File: src/inc/mbn_pkg.sv
package mbn_pkg;
   // Flag byte layout
   localparam int FLAG_F_BIT = 7;
   localparam int FLAG_A_BIT = 6;
   localparam int FLAG_E_BIT = 5;
   localparam int FLAG_B_BIT = 4;
   localparam int FLAG_C_BIT = 3;
   localparam int FLAG_D_BIT = 2;
   localparam int CHROMA_HI  = 1;
   localparam int CHROMA_LO  = 0;
   localparam logic [7:0] FLAGS_RESET = 8'h00;

   // Reference index lanes
   localparam int REF_LANE_W = 8;
   localparam int REF_LANES  = 4;

   // Partition shapes
   typedef enum logic [1:0] {
      MBN_PART_16X16 = 2'b00,
      MBN_PART_16X8  = 2'b01,
      MBN_PART_8X16  = 2'b10,
      MBN_PART_8X8   = 2'b11
   } mbn_part_t;

   // Intra shape codes
   typedef enum logic [1:0] {
      MBN_SHAPE_16X16 = 2'b00,
      MBN_SHAPE_8X8   = 2'b01,
      MBN_SHAPE_4X4   = 2'b10,
      MBN_SHAPE_PCM   = 2'b11
   } mbn_shape_t;

   // Intra type code values
   localparam logic [4:0] TYPE_NXN      = 5'h00;
   localparam logic [4:0] TYPE_16_FIRST = 5'h01;
   localparam logic [4:0] TYPE_16_LAST  = 5'h18;
   localparam logic [4:0] TYPE_PCM      = 5'h19;
   localparam logic [4:0] TYPE_ONE      = 5'h01;

   // Sub-field positions of (type code - 1)
   localparam int SUB_LUMA_BIT = 4;
   localparam int SUB_CHR_HI   = 3;
   localparam int SUB_CHR_LO   = 2;
   localparam int SUB_PM_HI    = 1;
   localparam int SUB_PM_LO    = 0;
   localparam logic       LUMA_FORCED   = 1'b1;
   localparam logic [1:0] CHROMA_FORCED = 2'b10;
   localparam logic [1:0] CHROMA_RSVD   = 2'b11;

   // Large block prediction modes
   localparam logic [1:0] PM_VERT  = 2'h0;
   localparam logic [1:0] PM_HORZ  = 2'h1;
   localparam logic [1:0] PM_DC    = 2'h2;
   localparam logic [1:0] PM_PLANE = 2'h3;
endpackage : mbn_pkg

File: src/inc/mbn_nb_if.sv
// Neighbor availability between top and derivation core
interface mbn_nb_if;
   logic [1:0] a_avail;
   logic [1:0] b_avail;
   logic [1:0] c_avail;
   logic [1:0] d_avail;
   logic       cur_lower;
   logic       cur_field;
   logic       a_field;
   logic       b_field;
   logic       c_field;
   logic       d_field;
   logic       pair_mode;
   logic [5:0] flags;
   modport core (input a_avail, b_avail, c_avail, d_avail, cur_lower,
                 cur_field, a_field, b_field, c_field, d_field,
                 pair_mode, output flags);
   modport top  (output a_avail, b_avail, c_avail, d_avail, cur_lower,
                 cur_field, a_field, b_field, c_field, d_field,
                 pair_mode, input flags);
endinterface : mbn_nb_if

File: src/mbn_params.sv
module mbn_params (
   // Clock and reset
   input  wire logic                  ref_clk,
   input  wire logic                  reset,
   // Neighbor availability, index 0 upper, 1 lower
   input  wire logic [1:0]            a_avail,
   input  wire logic [1:0]            b_avail,
   input  wire logic [1:0]            c_avail,
   input  wire logic [1:0]            d_avail,
   input  wire logic                  cur_lower,
   input  wire logic                  cur_field,
   input  wire logic                  a_field,
   input  wire logic                  b_field,
   input  wire logic                  c_field,
   input  wire logic                  d_field,
   input  wire logic                  adaptive_pair_mode,
   input  wire logic [1:0]            chroma_pred_mode,
   output logic [7:0]                 neighbor_avail_flags,
   // Reference index packing
   input  wire mbn_pkg::mbn_part_t    part_shape,
   input  wire logic [7:0]            ref_idx0,
   input  wire logic [7:0]            ref_idx1,
   input  wire logic [7:0]            ref_idx2,
   input  wire logic [7:0]            ref_idx3,
   output logic [31:0]                reference_index_lists,
   // Intra type encode from estimation stage
   input  wire mbn_pkg::mbn_shape_t   enc_shape,
   input  wire logic [1:0]            enc_pred_mode,
   output logic [4:0]                 enc_type_code,
   // Type code decode
   input  wire logic                  intra_block_flag,
   input  wire logic [4:0]            macroblock_type_code,
   output logic                       dec_is_intra,
   output mbn_pkg::mbn_shape_t        intra_block_shape,
   output logic                       luma_coded_indicator,
   output logic [1:0]                 chroma_coded_indicator,
   output logic [1:0]                 large_block_pred_mode,
   output logic                       dec_type_error
);
   import mbn_pkg::*;

   typedef struct packed {
      logic [7:0]  flags;
      logic [31:0] refs;
      logic [4:0]  enc;
      logic        intra;
      mbn_shape_t  shape;
      logic        luma;
      logic [1:0]  chroma;
      logic [1:0]  pmode;
      logic        err;
   } mbn_state_t;

   mbn_state_t st;
   mbn_state_t next_st;
   logic [5:0] core_flags;
   logic [4:0] sub;
   logic [4:0] enc_sub;

   mbn_nb_if nb ();

   // Neighbor inputs into the derivation core
   assign nb.a_avail   = a_avail;
   assign nb.b_avail   = b_avail;
   assign nb.c_avail   = c_avail;
   assign nb.d_avail   = d_avail;
   assign nb.cur_lower = cur_lower;
   assign nb.cur_field = cur_field;
   assign nb.a_field   = a_field;
   assign nb.b_field   = b_field;
   assign nb.c_field   = c_field;
   assign nb.d_field   = d_field;
   assign nb.pair_mode = adaptive_pair_mode;
   assign core_flags   = nb.flags;

   mbn_avail_core u_core (
      .nb (nb.core)
   );

   // Next-state computation for all registered outputs
   always_comb begin
      next_st = st;
      // Flag byte assembly
      next_st.flags = FLAGS_RESET;
      next_st.flags[FLAG_F_BIT] = core_flags[5];
      next_st.flags[FLAG_A_BIT] = core_flags[4];
      next_st.flags[FLAG_E_BIT] = core_flags[3];
      next_st.flags[FLAG_B_BIT] = core_flags[2];
      next_st.flags[FLAG_C_BIT] = core_flags[1];
      next_st.flags[FLAG_D_BIT] = core_flags[0];
      next_st.flags[CHROMA_HI:CHROMA_LO] = chroma_pred_mode;

      // Unused lanes zero so downstream lookups stay simple
      next_st.refs = '0;
      next_st.refs[0*REF_LANE_W +: REF_LANE_W] = ref_idx0;
      if (part_shape != MBN_PART_16X16)
         next_st.refs[1*REF_LANE_W +: REF_LANE_W] = ref_idx1;
      if (part_shape == MBN_PART_8X8) begin
         next_st.refs[2*REF_LANE_W +: REF_LANE_W] = ref_idx2;
         next_st.refs[3*REF_LANE_W +: REF_LANE_W] = ref_idx3;
      end

      // Encode: luma and chroma forced, then one added
      enc_sub = '0;
      enc_sub[SUB_LUMA_BIT] = LUMA_FORCED;
      enc_sub[SUB_CHR_HI:SUB_CHR_LO] = CHROMA_FORCED;
      enc_sub[SUB_PM_HI:SUB_PM_LO] = enc_pred_mode;
      case (enc_shape)
         MBN_SHAPE_16X16: next_st.enc = enc_sub + TYPE_ONE;
         MBN_SHAPE_PCM:   next_st.enc = TYPE_PCM;
         default:         next_st.enc = TYPE_NXN;
      endcase

      // Decode; inter codes leave shape at 4x4 and other intra fields cleared
      sub = macroblock_type_code - TYPE_ONE;
      next_st.intra  = intra_block_flag;
      next_st.shape  = MBN_SHAPE_4X4;
      next_st.luma   = 1'b0;
      next_st.chroma = 2'b00;
      next_st.pmode  = PM_VERT;
      next_st.err    = 1'b0;
      if (intra_block_flag) begin
         if (macroblock_type_code == TYPE_NXN) begin
            // 4x4 and 8x8 share code zero; shape left as 4x4
            next_st.shape = MBN_SHAPE_4X4;
         end else if (macroblock_type_code <= TYPE_16_LAST) begin
            next_st.shape  = MBN_SHAPE_16X16;
            next_st.luma   = sub[SUB_LUMA_BIT];
            next_st.chroma = sub[SUB_CHR_HI:SUB_CHR_LO];
            next_st.pmode  = sub[SUB_PM_HI:SUB_PM_LO];
            next_st.err    = (sub[SUB_CHR_HI:SUB_CHR_LO] == CHROMA_RSVD);
         end else if (macroblock_type_code == TYPE_PCM) begin
            next_st.shape = MBN_SHAPE_PCM;
         end else begin
            next_st.err = 1'b1;
         end
      end
   end

   // State register, cleared on reset
   always_ff @(posedge ref_clk or posedge reset) begin
      if (reset) begin
         st <= '0;
      end else begin
         st <= next_st;
      end
   end

   // Registered outputs
   assign neighbor_avail_flags   = st.flags;
   assign reference_index_lists  = st.refs;
   assign enc_type_code          = st.enc;
   assign dec_is_intra           = st.intra;
   assign intra_block_shape      = st.shape;
   assign luma_coded_indicator   = st.luma;
   assign chroma_coded_indicator = st.chroma;
   assign large_block_pred_mode  = st.pmode;
   assign dec_type_error         = st.err;

   // Assertions; all but a_reset_clear, a_lower_frame_c and a_left_both skip the release edge, where outputs still read zero
   property p_plain_flags;
      @(posedge ref_clk) disable iff (reset)
      !reset && !adaptive_pair_mode |=> neighbor_avail_flags[7:2] ==
         {1'b0, $past(a_avail[0]), $past(a_avail[0]), $past(b_avail[0]),
          $past(c_avail[0]), $past(d_avail[0])};
   endproperty
   a_plain_flags: assert property (p_plain_flags)
      else $error("plain mode flags wrong");

   property p_chroma_lane;
      @(posedge ref_clk) disable iff (reset)
      !reset |=> neighbor_avail_flags[1:0] == $past(chroma_pred_mode);
   endproperty
   a_chroma_lane: assert property (p_chroma_lane)
      else $error("chroma mode lane wrong");

   property p_lower_frame_c;
      @(posedge ref_clk) disable iff (reset)
      adaptive_pair_mode && cur_lower && !cur_field |=>
         !neighbor_avail_flags[FLAG_C_BIT];
   endproperty
   a_lower_frame_c: assert property (p_lower_frame_c)
      else $error("lower frame C not zero");

   property p_left_both;
      @(posedge ref_clk) disable iff (reset)
      adaptive_pair_mode && !cur_field && a_field && (a_avail != 2'b11) |=>
         !neighbor_avail_flags[FLAG_A_BIT] && !neighbor_avail_flags[FLAG_E_BIT];
   endproperty
   a_left_both: assert property (p_left_both)
      else $error("A or E set without both left");

   property p_upper_field_f;
      @(posedge ref_clk) disable iff (reset)
      !reset && adaptive_pair_mode && !cur_lower && cur_field |=>
         neighbor_avail_flags[FLAG_F_BIT] == $past(a_avail[0]);
   endproperty
   a_upper_field_f: assert property (p_upper_field_f)
      else $error("upper field F wrong");

   property p_ref_16;
      @(posedge ref_clk) disable iff (reset)
      !reset && part_shape == MBN_PART_16X16 |=>
         reference_index_lists[31:8] == '0 &&
         reference_index_lists[7:0] == $past(ref_idx0);
   endproperty
   a_ref_16: assert property (p_ref_16)
      else $error("16x16 reference lanes wrong");

   property p_enc_16;
      @(posedge ref_clk) disable iff (reset)
      !reset && enc_shape == MBN_SHAPE_16X16 |=>
         enc_type_code[SUB_LUMA_BIT] && enc_type_code[SUB_CHR_HI] &&
         2'(enc_type_code - TYPE_ONE) == $past(enc_pred_mode);
   endproperty
   a_enc_16: assert property (p_enc_16)
      else $error("encoded 16x16 code out of range");

   property p_dec_mode;
      @(posedge ref_clk) disable iff (reset)
      !reset && intra_block_flag && macroblock_type_code == 5'h04 |=>
         large_block_pred_mode == PM_PLANE && !luma_coded_indicator &&
         intra_block_shape == MBN_SHAPE_16X16;
   endproperty
   a_dec_mode: assert property (p_dec_mode)
      else $error("16x16 decode fields wrong");

   property p_ref_pair;
      @(posedge ref_clk) disable iff (reset)
      !reset && (part_shape == MBN_PART_16X8 ||
                 part_shape == MBN_PART_8X16) |=>
         reference_index_lists ==
            {16'h0000, $past(ref_idx1), $past(ref_idx0)};
   endproperty
   a_ref_pair: assert property (p_ref_pair)
      else $error("two-lane reference packing wrong");

   property p_ref_quad;
      @(posedge ref_clk) disable iff (reset)
      !reset && part_shape == MBN_PART_8X8 |=> reference_index_lists ==
         {$past(ref_idx3), $past(ref_idx2),
          $past(ref_idx1), $past(ref_idx0)};
   endproperty
   a_ref_quad: assert property (p_ref_quad)
      else $error("four-lane reference packing wrong");

   property p_enc_pcm;
      @(posedge ref_clk) disable iff (reset)
      !reset && enc_shape == MBN_SHAPE_PCM |=> enc_type_code == TYPE_PCM;
   endproperty
   a_enc_pcm: assert property (p_enc_pcm)
      else $error("raw block code wrong");

   property p_enc_nxn;
      @(posedge ref_clk) disable iff (reset)
      !reset && (enc_shape == MBN_SHAPE_8X8 || enc_shape == MBN_SHAPE_4X4)
      |=> enc_type_code == TYPE_NXN;
   endproperty
   a_enc_nxn: assert property (p_enc_nxn)
      else $error("small block code wrong");

   property p_dec_inter;
      @(posedge ref_clk) disable iff (reset)
      !reset && !intra_block_flag |=> !dec_is_intra && !dec_type_error &&
         intra_block_shape == MBN_SHAPE_4X4 && !luma_coded_indicator &&
         chroma_coded_indicator == 2'b00 &&
         large_block_pred_mode == PM_VERT;
   endproperty
   a_dec_inter: assert property (p_dec_inter)
      else $error("inter code left intra fields set");

   property p_dec_range;
      @(posedge ref_clk) disable iff (reset)
      !reset && intra_block_flag && macroblock_type_code > TYPE_PCM |=>
         dec_is_intra && dec_type_error;
   endproperty
   a_dec_range: assert property (p_dec_range)
      else $error("unused intra code not flagged");

   property p_lower_frame_b;
      @(posedge ref_clk) disable iff (reset)
      !reset && adaptive_pair_mode && cur_lower && !cur_field |=>
         neighbor_avail_flags[FLAG_B_BIT];
   endproperty
   a_lower_frame_b: assert property (p_lower_frame_b)
      else $error("lower frame B not from own upper mate");

   property p_upper_frame_d;
      @(posedge ref_clk) disable iff (reset)
      !reset && adaptive_pair_mode && !cur_lower && !cur_field |=>
         neighbor_avail_flags[FLAG_D_BIT] == $past(d_avail[1]);
   endproperty
   a_upper_frame_d: assert property (p_upper_frame_d)
      else $error("upper frame D not from lower corner mate");

   property p_reset_clear;
      @(posedge ref_clk) $fell(reset) |-> neighbor_avail_flags == FLAGS_RESET;
   endproperty
   a_reset_clear: assert property (p_reset_clear)
      else $error("flags not cleared after reset");
endmodule : mbn_params

File: src/mbn_avail_core.sv
// Combinational availability derivation; flags order F A E B C D
module mbn_avail_core (
   mbn_nb_if.core nb
);
   import mbn_pkg::*;

   logic d, b, c, a, e, f;
   logic top_frame;
   logic a_both;

   // Per-case selection of neighbor availabilities
   always_comb begin
      a_both    = nb.a_avail[0] & nb.a_avail[1];
      top_frame = !nb.cur_field;
      d = nb.d_avail[0];
      b = nb.b_avail[0];
      c = nb.c_avail[0];
      a = nb.a_avail[0];
      e = nb.a_avail[0];
      f = 1'b0;
      if (nb.pair_mode) begin
         case ({nb.cur_lower, nb.cur_field})
            2'b00: begin                           // upper frame
               d = nb.d_avail[1];
               b = nb.b_avail[1];
               c = nb.c_avail[1];
               a = nb.a_field ? a_both : nb.a_avail[0];
               e = nb.a_field ? a_both : nb.a_avail[0];
               f = nb.a_field ? nb.a_avail[1] : nb.a_avail[0];
            end
            2'b01: begin                           // upper field
               d = nb.d_field ? nb.d_avail[0] : nb.d_avail[1];
               b = nb.b_field ? nb.b_avail[0] : nb.b_avail[1];
               c = nb.c_field ? nb.c_avail[0] : nb.c_avail[1];
               a = nb.a_avail[0];
               e = nb.a_field ? nb.a_avail[0] : nb.a_avail[1];
               f = nb.a_avail[0];
            end
            2'b10: begin                           // lower frame
               // Upper mate of own pair is always decoded first
               d = nb.a_field ? nb.a_avail[1] : nb.a_avail[0];
               b = top_frame;
               c = 1'b0;
               a = nb.a_field ? a_both : nb.a_avail[1];
               e = nb.a_field ? a_both : nb.a_avail[1];
               f = nb.a_avail[1];
            end
            2'b11: begin                           // lower field
               d = nb.d_avail[1];
               b = nb.b_avail[1];
               c = nb.c_avail[1];
               a = nb.a_field ? nb.a_avail[1] : nb.a_avail[0];
               e = nb.a_avail[1];
               f = nb.a_field ? nb.a_avail[1] : nb.a_avail[0];
            end
            default: begin
               d = 1'b0;
            end
         endcase
      end
   end

   assign nb.flags = {f, a, e, b, c, d};
endmodule : mbn_avail_core

File: config.mk
export PLATFORM = sky130hd
export DESIGN_NAME = mbn_params
export DESIGN_NICKNAME = d
export VERILOG_FILES = /design/src/inc/mbn_pkg.sv /design/src/inc/mbn_nb_if.sv /design/src/mbn_params.sv /design/src/mbn_avail_core.sv
export SDC_FILE = /design/constraint.sdc
export NUM_CORES = 1
export LEC_CHECK = 0
export BUFFER_PORTS_ARGS = -buffer_cell sky130_fd_sc_hd__buf_2
export CAP_MARGIN = 20
export CELL_PAD_IN_SITES_DETAIL_PLACEMENT = 1
export CELL_PAD_IN_SITES_GLOBAL_PLACEMENT = 1
export CORE_UTILIZATION = 36
export CTS_BUF_LIST = sky130_fd_sc_hd__clkbuf_2 sky130_fd_sc_hd__clkbuf_4 sky130_fd_sc_hd__clkbuf_8
export DETAILED_ROUTE_END_ITERATION = 8
export GPL_TIMING_DRIVEN = 0
export PLACE_DENSITY = 0.84
export SETUP_SLACK_MARGIN = 0.02
export SYNTH_ARGS = -nofsm -noshare
export SYNTH_HDL_FRONTEND = slang
export SYNTH_SLANG_ARGS = --single-unit
export TNS_END_PERCENT = 100
File: constraint.sdc
create_clock -name ref_clk -period 4.3 [get_ports ref_clk]
set_clock_uncertainty 0.05 [all_clocks]
set_input_delay 0.86 -clock ref_clk [delete_from_list [all_inputs] [get_ports ref_clk]]
set_output_delay 0.86 -clock ref_clk [all_outputs]
set_load 0.005 [all_outputs]
==> qor.yml, run 1 <==
power_and_ir_drop:
  sw_frac_of_total_pct: 23.0
  p_leak_uw: 0.00166
  power.switching_uw: 234
  pwr-share-clk_pct: 33.7
  power_density_mw_per_mm2: 350
  p_int_uw: 783
  ir_worst_vdd_mv: 0.143
  pwr-share-seq_pct: 52.3
  combPwrFrac_pct: 13.9
grt:
  antenna_found_initial: 0
  grt_pass1_vias: 1790
  grt_overflow: 0
  grt_usage_pct: 18.1
  grt_first_pass_wirelength_mm: 8.47
  grt_max_degree: 30
clock_network:
  post-cts-setup-buffers: 0
  cts_tree: "done"
  clkSlewWorstSetupHoldPaths_ns: 0.09
  cts_resized: 0
  cts_buffer_depth: 2
  clock-root-buffer: "clkbuf_8"
  hold_buffers: 0
  cts-htree-levels: 2
  numCtsBuffers: 5
  clkSinkCount: 53
layout:
  most-common-layout-cells: "115 x buf_2, 53 x dfrtp_1, 18 x and3_1, 12 x inv_1, 12 x ha_1"
  diodes: 0
  area_delta_synth_final_pct: 38.0
  utilization_pct: 52.2
  final_layout_size_suffix_gt1_share_pct: 45.1
  nNetsFinal: 369
  final_common_cell: "buf_2"
  final_cells: 367
worst_setup_path:
  crit_top_cell: "inv_1"
  path_delay_family: "simple AND/OR/NAND/NOR gates"
  worstPathCellList: "buf_2 > inv_1 > ha_1 > inv_1 > a21oi_1 > or3b_1 > a21boi_1"
  worstSetupStartpointType: "primary input"
  worstPathArrival_ns: 2.03
  critPathMaxStageDelay_ns: 0.35
  endpoint_kind: "register"
  slowest_stage: "or3b_1"
  crit_type: "primary input to register"
  crit_buf_inv: 3
  crit_required_ns: 4.48
  crit_fanout: 4
logic_synthesis:
  ys_types: 35
  yosysSeqAreaShare_pct: 62.9
  synth_edf_count: 0
  synth_area_mm2: 0.00211
  synth_top_area_share_pct: 62.9
  synthCells: 172
  synth.area.top_cells: "dfrtp_1 63%, ha_1 7.1%, and3_1 5.3%, nor2b_1 3.3%, inv_1 2.3%"
  syn-num-nets: 247
  ys_seq_elements: 53
  async_reset_ff_share_pct: 100
  syn_area_per_cell_um2: 12.3
  synth_top_area_cell: "dfrtp_1"
  synthFlopType: "dfrtp_1"
  yosysWarnings: 0
floorplan:
  row_count: 27
  dieArea_mm2: 0.00617
  coreArea_mm2: 0.00557
  die_y_um: 78.6
  io_pins: 117
  die_x_um: 78.6
  initial_utilization_pct: 37.8
routing:
  drtIter0Drc: 23
  first_pass_iters: 4
  ant_nets: 0
  vias: 1712
  drc: 0
  viasPerCell: 4.66
  routedWlPerCell_um: 14.5
  routed_wl_mm: 5.33
timing:
  finalSetupViolCount: 0
  final.setup.worst_slack_ns: 2.45
  timing.setup.tns_ns: 0
  relSlewSlack_pct: 58.8
  fmaxAchievable_mhz: 542
  fin_crit_ns: 1.85
  whs_ns: 0.577
  hold_viol: 0
  drv_slew: 0
  post-route-period-util_pct: 42.9
  tightest_slew_ns: 0.617
  grt_setup_unrepaired: "no"
placement:
  dp_cells: 359
  place_congestion: 0.799
  io_buffers: 114
  hpwl_mm: 4.32
  dpl_worst_slack_ns: 2.13
job:
  maxCapViolations: 0
status:
  status: "finished, final reports clean"
min_path:
  min_path_type: "primary input to async pin"
[registers in the layout, summed over array words and instances, names as in the netlist]
register	flops
reference_index_lists	32
neighbor_avail_flags	8
enc_type_code	4
chroma_coded_indicator	2
intra_block_shape	2
large_block_pred_mode	2
dec_is_intra	1
dec_type_error	1
luma_coded_indicator	1
[cell type report]
cell class | instances | area, um^2
clock buffers | 6 | 82.6
plain buffers | 6 | 35.0
repair buffers | 115 | 591
fillers | 659 | 2660
clock inverters | 2 | 37.5
multi-input cells | 100 | 699
flip-flops and latches | 53 | 1330
inverters | 13 | 48.8
well taps | 72 | 90.1
[power by group through the flow]
stage,Sequential (uW),Combinational [uW],Clock [uW]
CTS,533,145,361
global route,535,160,375
detailed placement,543,145,0
finish,533,142,343
global placement,541,136,0
floorplan,547,58.0,0
[path summary, 6_finish.rpt]
path | slack (ns) | depth (start not counted) | end | from
setup / recovery | 2.45 | 7 | neighbor_avail_flags[7] | cur_lower
hold / removal | 0.58 | 2 | reference_index_lists[12] | reset
max in group asynchronous | 3.07 | 3 | reference_index_lists[4] | reset
min in group ref_clk | 0.61 | 1 | reference_index_lists[5] | ref_idx0[5]
[layer usage]
metal / vias to the layer above / share of wire (%) / track usage [%]
met5: - / 0 / 0
met1: 814 / 39 / 20.4
met4: 0 / 1.5 / 6.67
met2: 76 / 52 / 32.5
li1: 816 / - / -
met3: 6 / 7.5 / 4.88
[stage by stage]
stage | cell area, um^2 | power, uW
global placement | 2770 | 676
detailed placement | 2790 | 688
finish | 2910 | 1020
global route | 2910 | 1070
floorplan | 2110 | 605
CTS | 2910 | 1040
[logic make-up after synthesis]
kind of cell    count (synthesis)  synth area share, %
compound gates                 26                 8.42
xor+xnor                        4                 1.66
fa+ha+maj                      12                 7.12
buf+inv                        19                 3.97
flops                          53                 62.9
mux                             1                0.475
simple gates                   57                 15.5
[Yosys cell counts, drive strengths merged (2+ instances only)]
master  number
a21boi       3
ha          12
nand2        8
a21oi        7
dfrtp       53
nor2b       11
clkbuf       2
nand2b       2
o22ai        2
inv         13
a22o         2
nor3b        5
buf          4
and3        18
xnor2        3
nor2        10
o21ai        4
No activity file was read; power rests on OpenSTA's default activity.
==> run 2: changes to the inputs <==
CORE_UTILIZATION = 30   (was 36)
PLACE_DENSITY = 0.75   (was 0.84)
clock period = 1.5 ns   (was 4.3 ns; I/O delays follow)
==> qor.yml, run 2 (synthesis results as in run 1) <==
floorplan:
  row_count: 30
  die_x_um: 85.9
  dieArea_mm2: 0.00737
  die_y_um: 85.9
  coreArea_mm2: 0.00679
  io_pins: 117
  initial_utilization_pct: 31.0
worst_setup_path:
  slowest_stage: "or3b_1"
  worstPathArrival_ns: 1.47
  crit_fanout: 4
  crit_top_cell: "inv_1"
  path_delay_family: "simple AND/OR/NAND/NOR gates"
  critPathMaxStageDelay_ns: 0.35
  startpoint: "cur_lower"
  worstSetupStartpointType: "primary input"
  crit_type: "primary input to register"
  crit_required_ns: 1.67
  worst-path-stages: 7
  crit_buf_inv: 3
  worstPathCellList: "buf_2 > inv_1 > ha_1 > inv_1 > a21oi_1 > or3b_1 > a21boi_1"
  endpoint_kind: "register"
timing:
  finalSetupViolCount: 0
  grt_setup_unrepaired: "no"
  tightest_slew_ns: 0.613
  whs_ns: 0.0182
  drv_slew: 0
  relSlewSlack_pct: 59.0
  fin_crit_ns: 1.31
  hold_viol: 0
  post-route-period-util_pct: 87.1
  final.setup.worst_slack_ns: 0.194
  fmaxAchievable_mhz: 766
job:
  maxCapViolations: 0
clock_network:
  cts_buffer_depth: 2
  cts-htree-levels: 2
  cts_tree: "done"
  hold_buffers: 0
  clkSlewWorstSetupHoldPaths_ns: 0.09
  cts_resized: 0
  clock-root-buffer: "clkbuf_8"
  clkSinkCount: 53
  numCtsBuffers: 5
  post-cts-setup-buffers: 0
layout:
  most-common-layout-cells: "115 x buf_2, 53 x dfrtp_1, 18 x and3_1, 12 x inv_1, 12 x ha_1"
  area_delta_synth_final_pct: 38.2
  nNetsFinal: 369
  final_cells: 391
  fill_cells: 799
  largest_reg_flops: 32
  final_layout_size_suffix_gt1_share_pct: 45.1
  final_common_cell: "buf_2"
  diodes: 0
  final_cell_area_mm2: 0.00292
placement:
  io_buffers: 114
  dpl_cell_area_mm2: 0.00282
  place_congestion: 0.784
  hpwl_mm: 4.28
  dp_cells: 383
  dpl_worst_slack_ns: -0.119
routing:
  drtIter0Drc: 28
  routedWlPerCell_um: 13.4
  ant_nets: 0
  first_pass_iters: 4
  routed_wl_mm: 5.24
  vias: 1696
  drc: 0
  viasPerCell: 4.34
grt:
  grt_usage_pct: 15.0
  grt_first_pass_wirelength_mm: 8.47
  grt_overflow: 0
  grt_max_degree: 29
  antenna_found_initial: 0
  grt_pass1_vias: 1744
min_path:
  min_path_type: "primary input to async pin"
power_and_ir_drop:
  p_leak_uw: 0.00164
  ir_worst_vdd_mv: 0.347
  p_total_uw: 2730
  power_density_mw_per_mm2: 936
status:
  status: "finished, final reports clean"
-- run 2: cell types whose count changed in the layout (fill, tap and decap cells not counted) --
cell,delta
bufinv_16,-1
clkbuf_4,+2
clkbuf_8,-1
clkinvlp_4,+1
inv_2,-1
-- run 2: final cells by class --
class | instances | area, um^2 | area share, %
sequential | 53 | 1330 | 45.5
inverter | 13 | 52.6 | 1.80
timing repair buffer | 115 | 591 | 20.3
clock inverter | 1 | 7.51 | 0.258
clock buffer | 7 | 83.8 | 2.88
buffer | 6 | 35.0 | 1.20
tap | 96 | 120 | 4.12
multi-input combinational | 100 | 699 | 24.0
-- run 2: worst paths after layout --
check                                      endpoint  slack [ns]
setup / recovery            neighbor_avail_flags[7]        0.19
hold / removal             reference_index_lists[1]        0.02
max in group asynchronous  reference_index_lists[4]        0.87
min in group ref_clk       reference_index_lists[0]        0.06
-- run 2: power breakdown --
group | internal, uW | switching, uW
combinational | 198 | 208
clock | 367 | 430
sequential | 1510 | 19.4
-- run 2: metrics by stage --
stage          util (%)  TNS [ns]
4_1_cts            42.9         0
2_1_floorplan         -         0
3_3_place_gp       41.3    -0.118
5_1_grt            42.9         0
6_report           42.9         0
3_5_place_dp       41.6    -0.220
-- run 2: metal layers --
| metal | vias to the layer above | GRT usage (%) | routed length (um) |
|---|---|---|---|
| li1 | 812 | - | - |
| met1 | 810 | 17.6 | 2110 |
| met2 | 70 | 26.9 | 2720 |
| met3 | 4 | 4.04 | 361 |
| met4 | 0 | 4.09 | 53 |
| met5 | - | 0 | 0 |
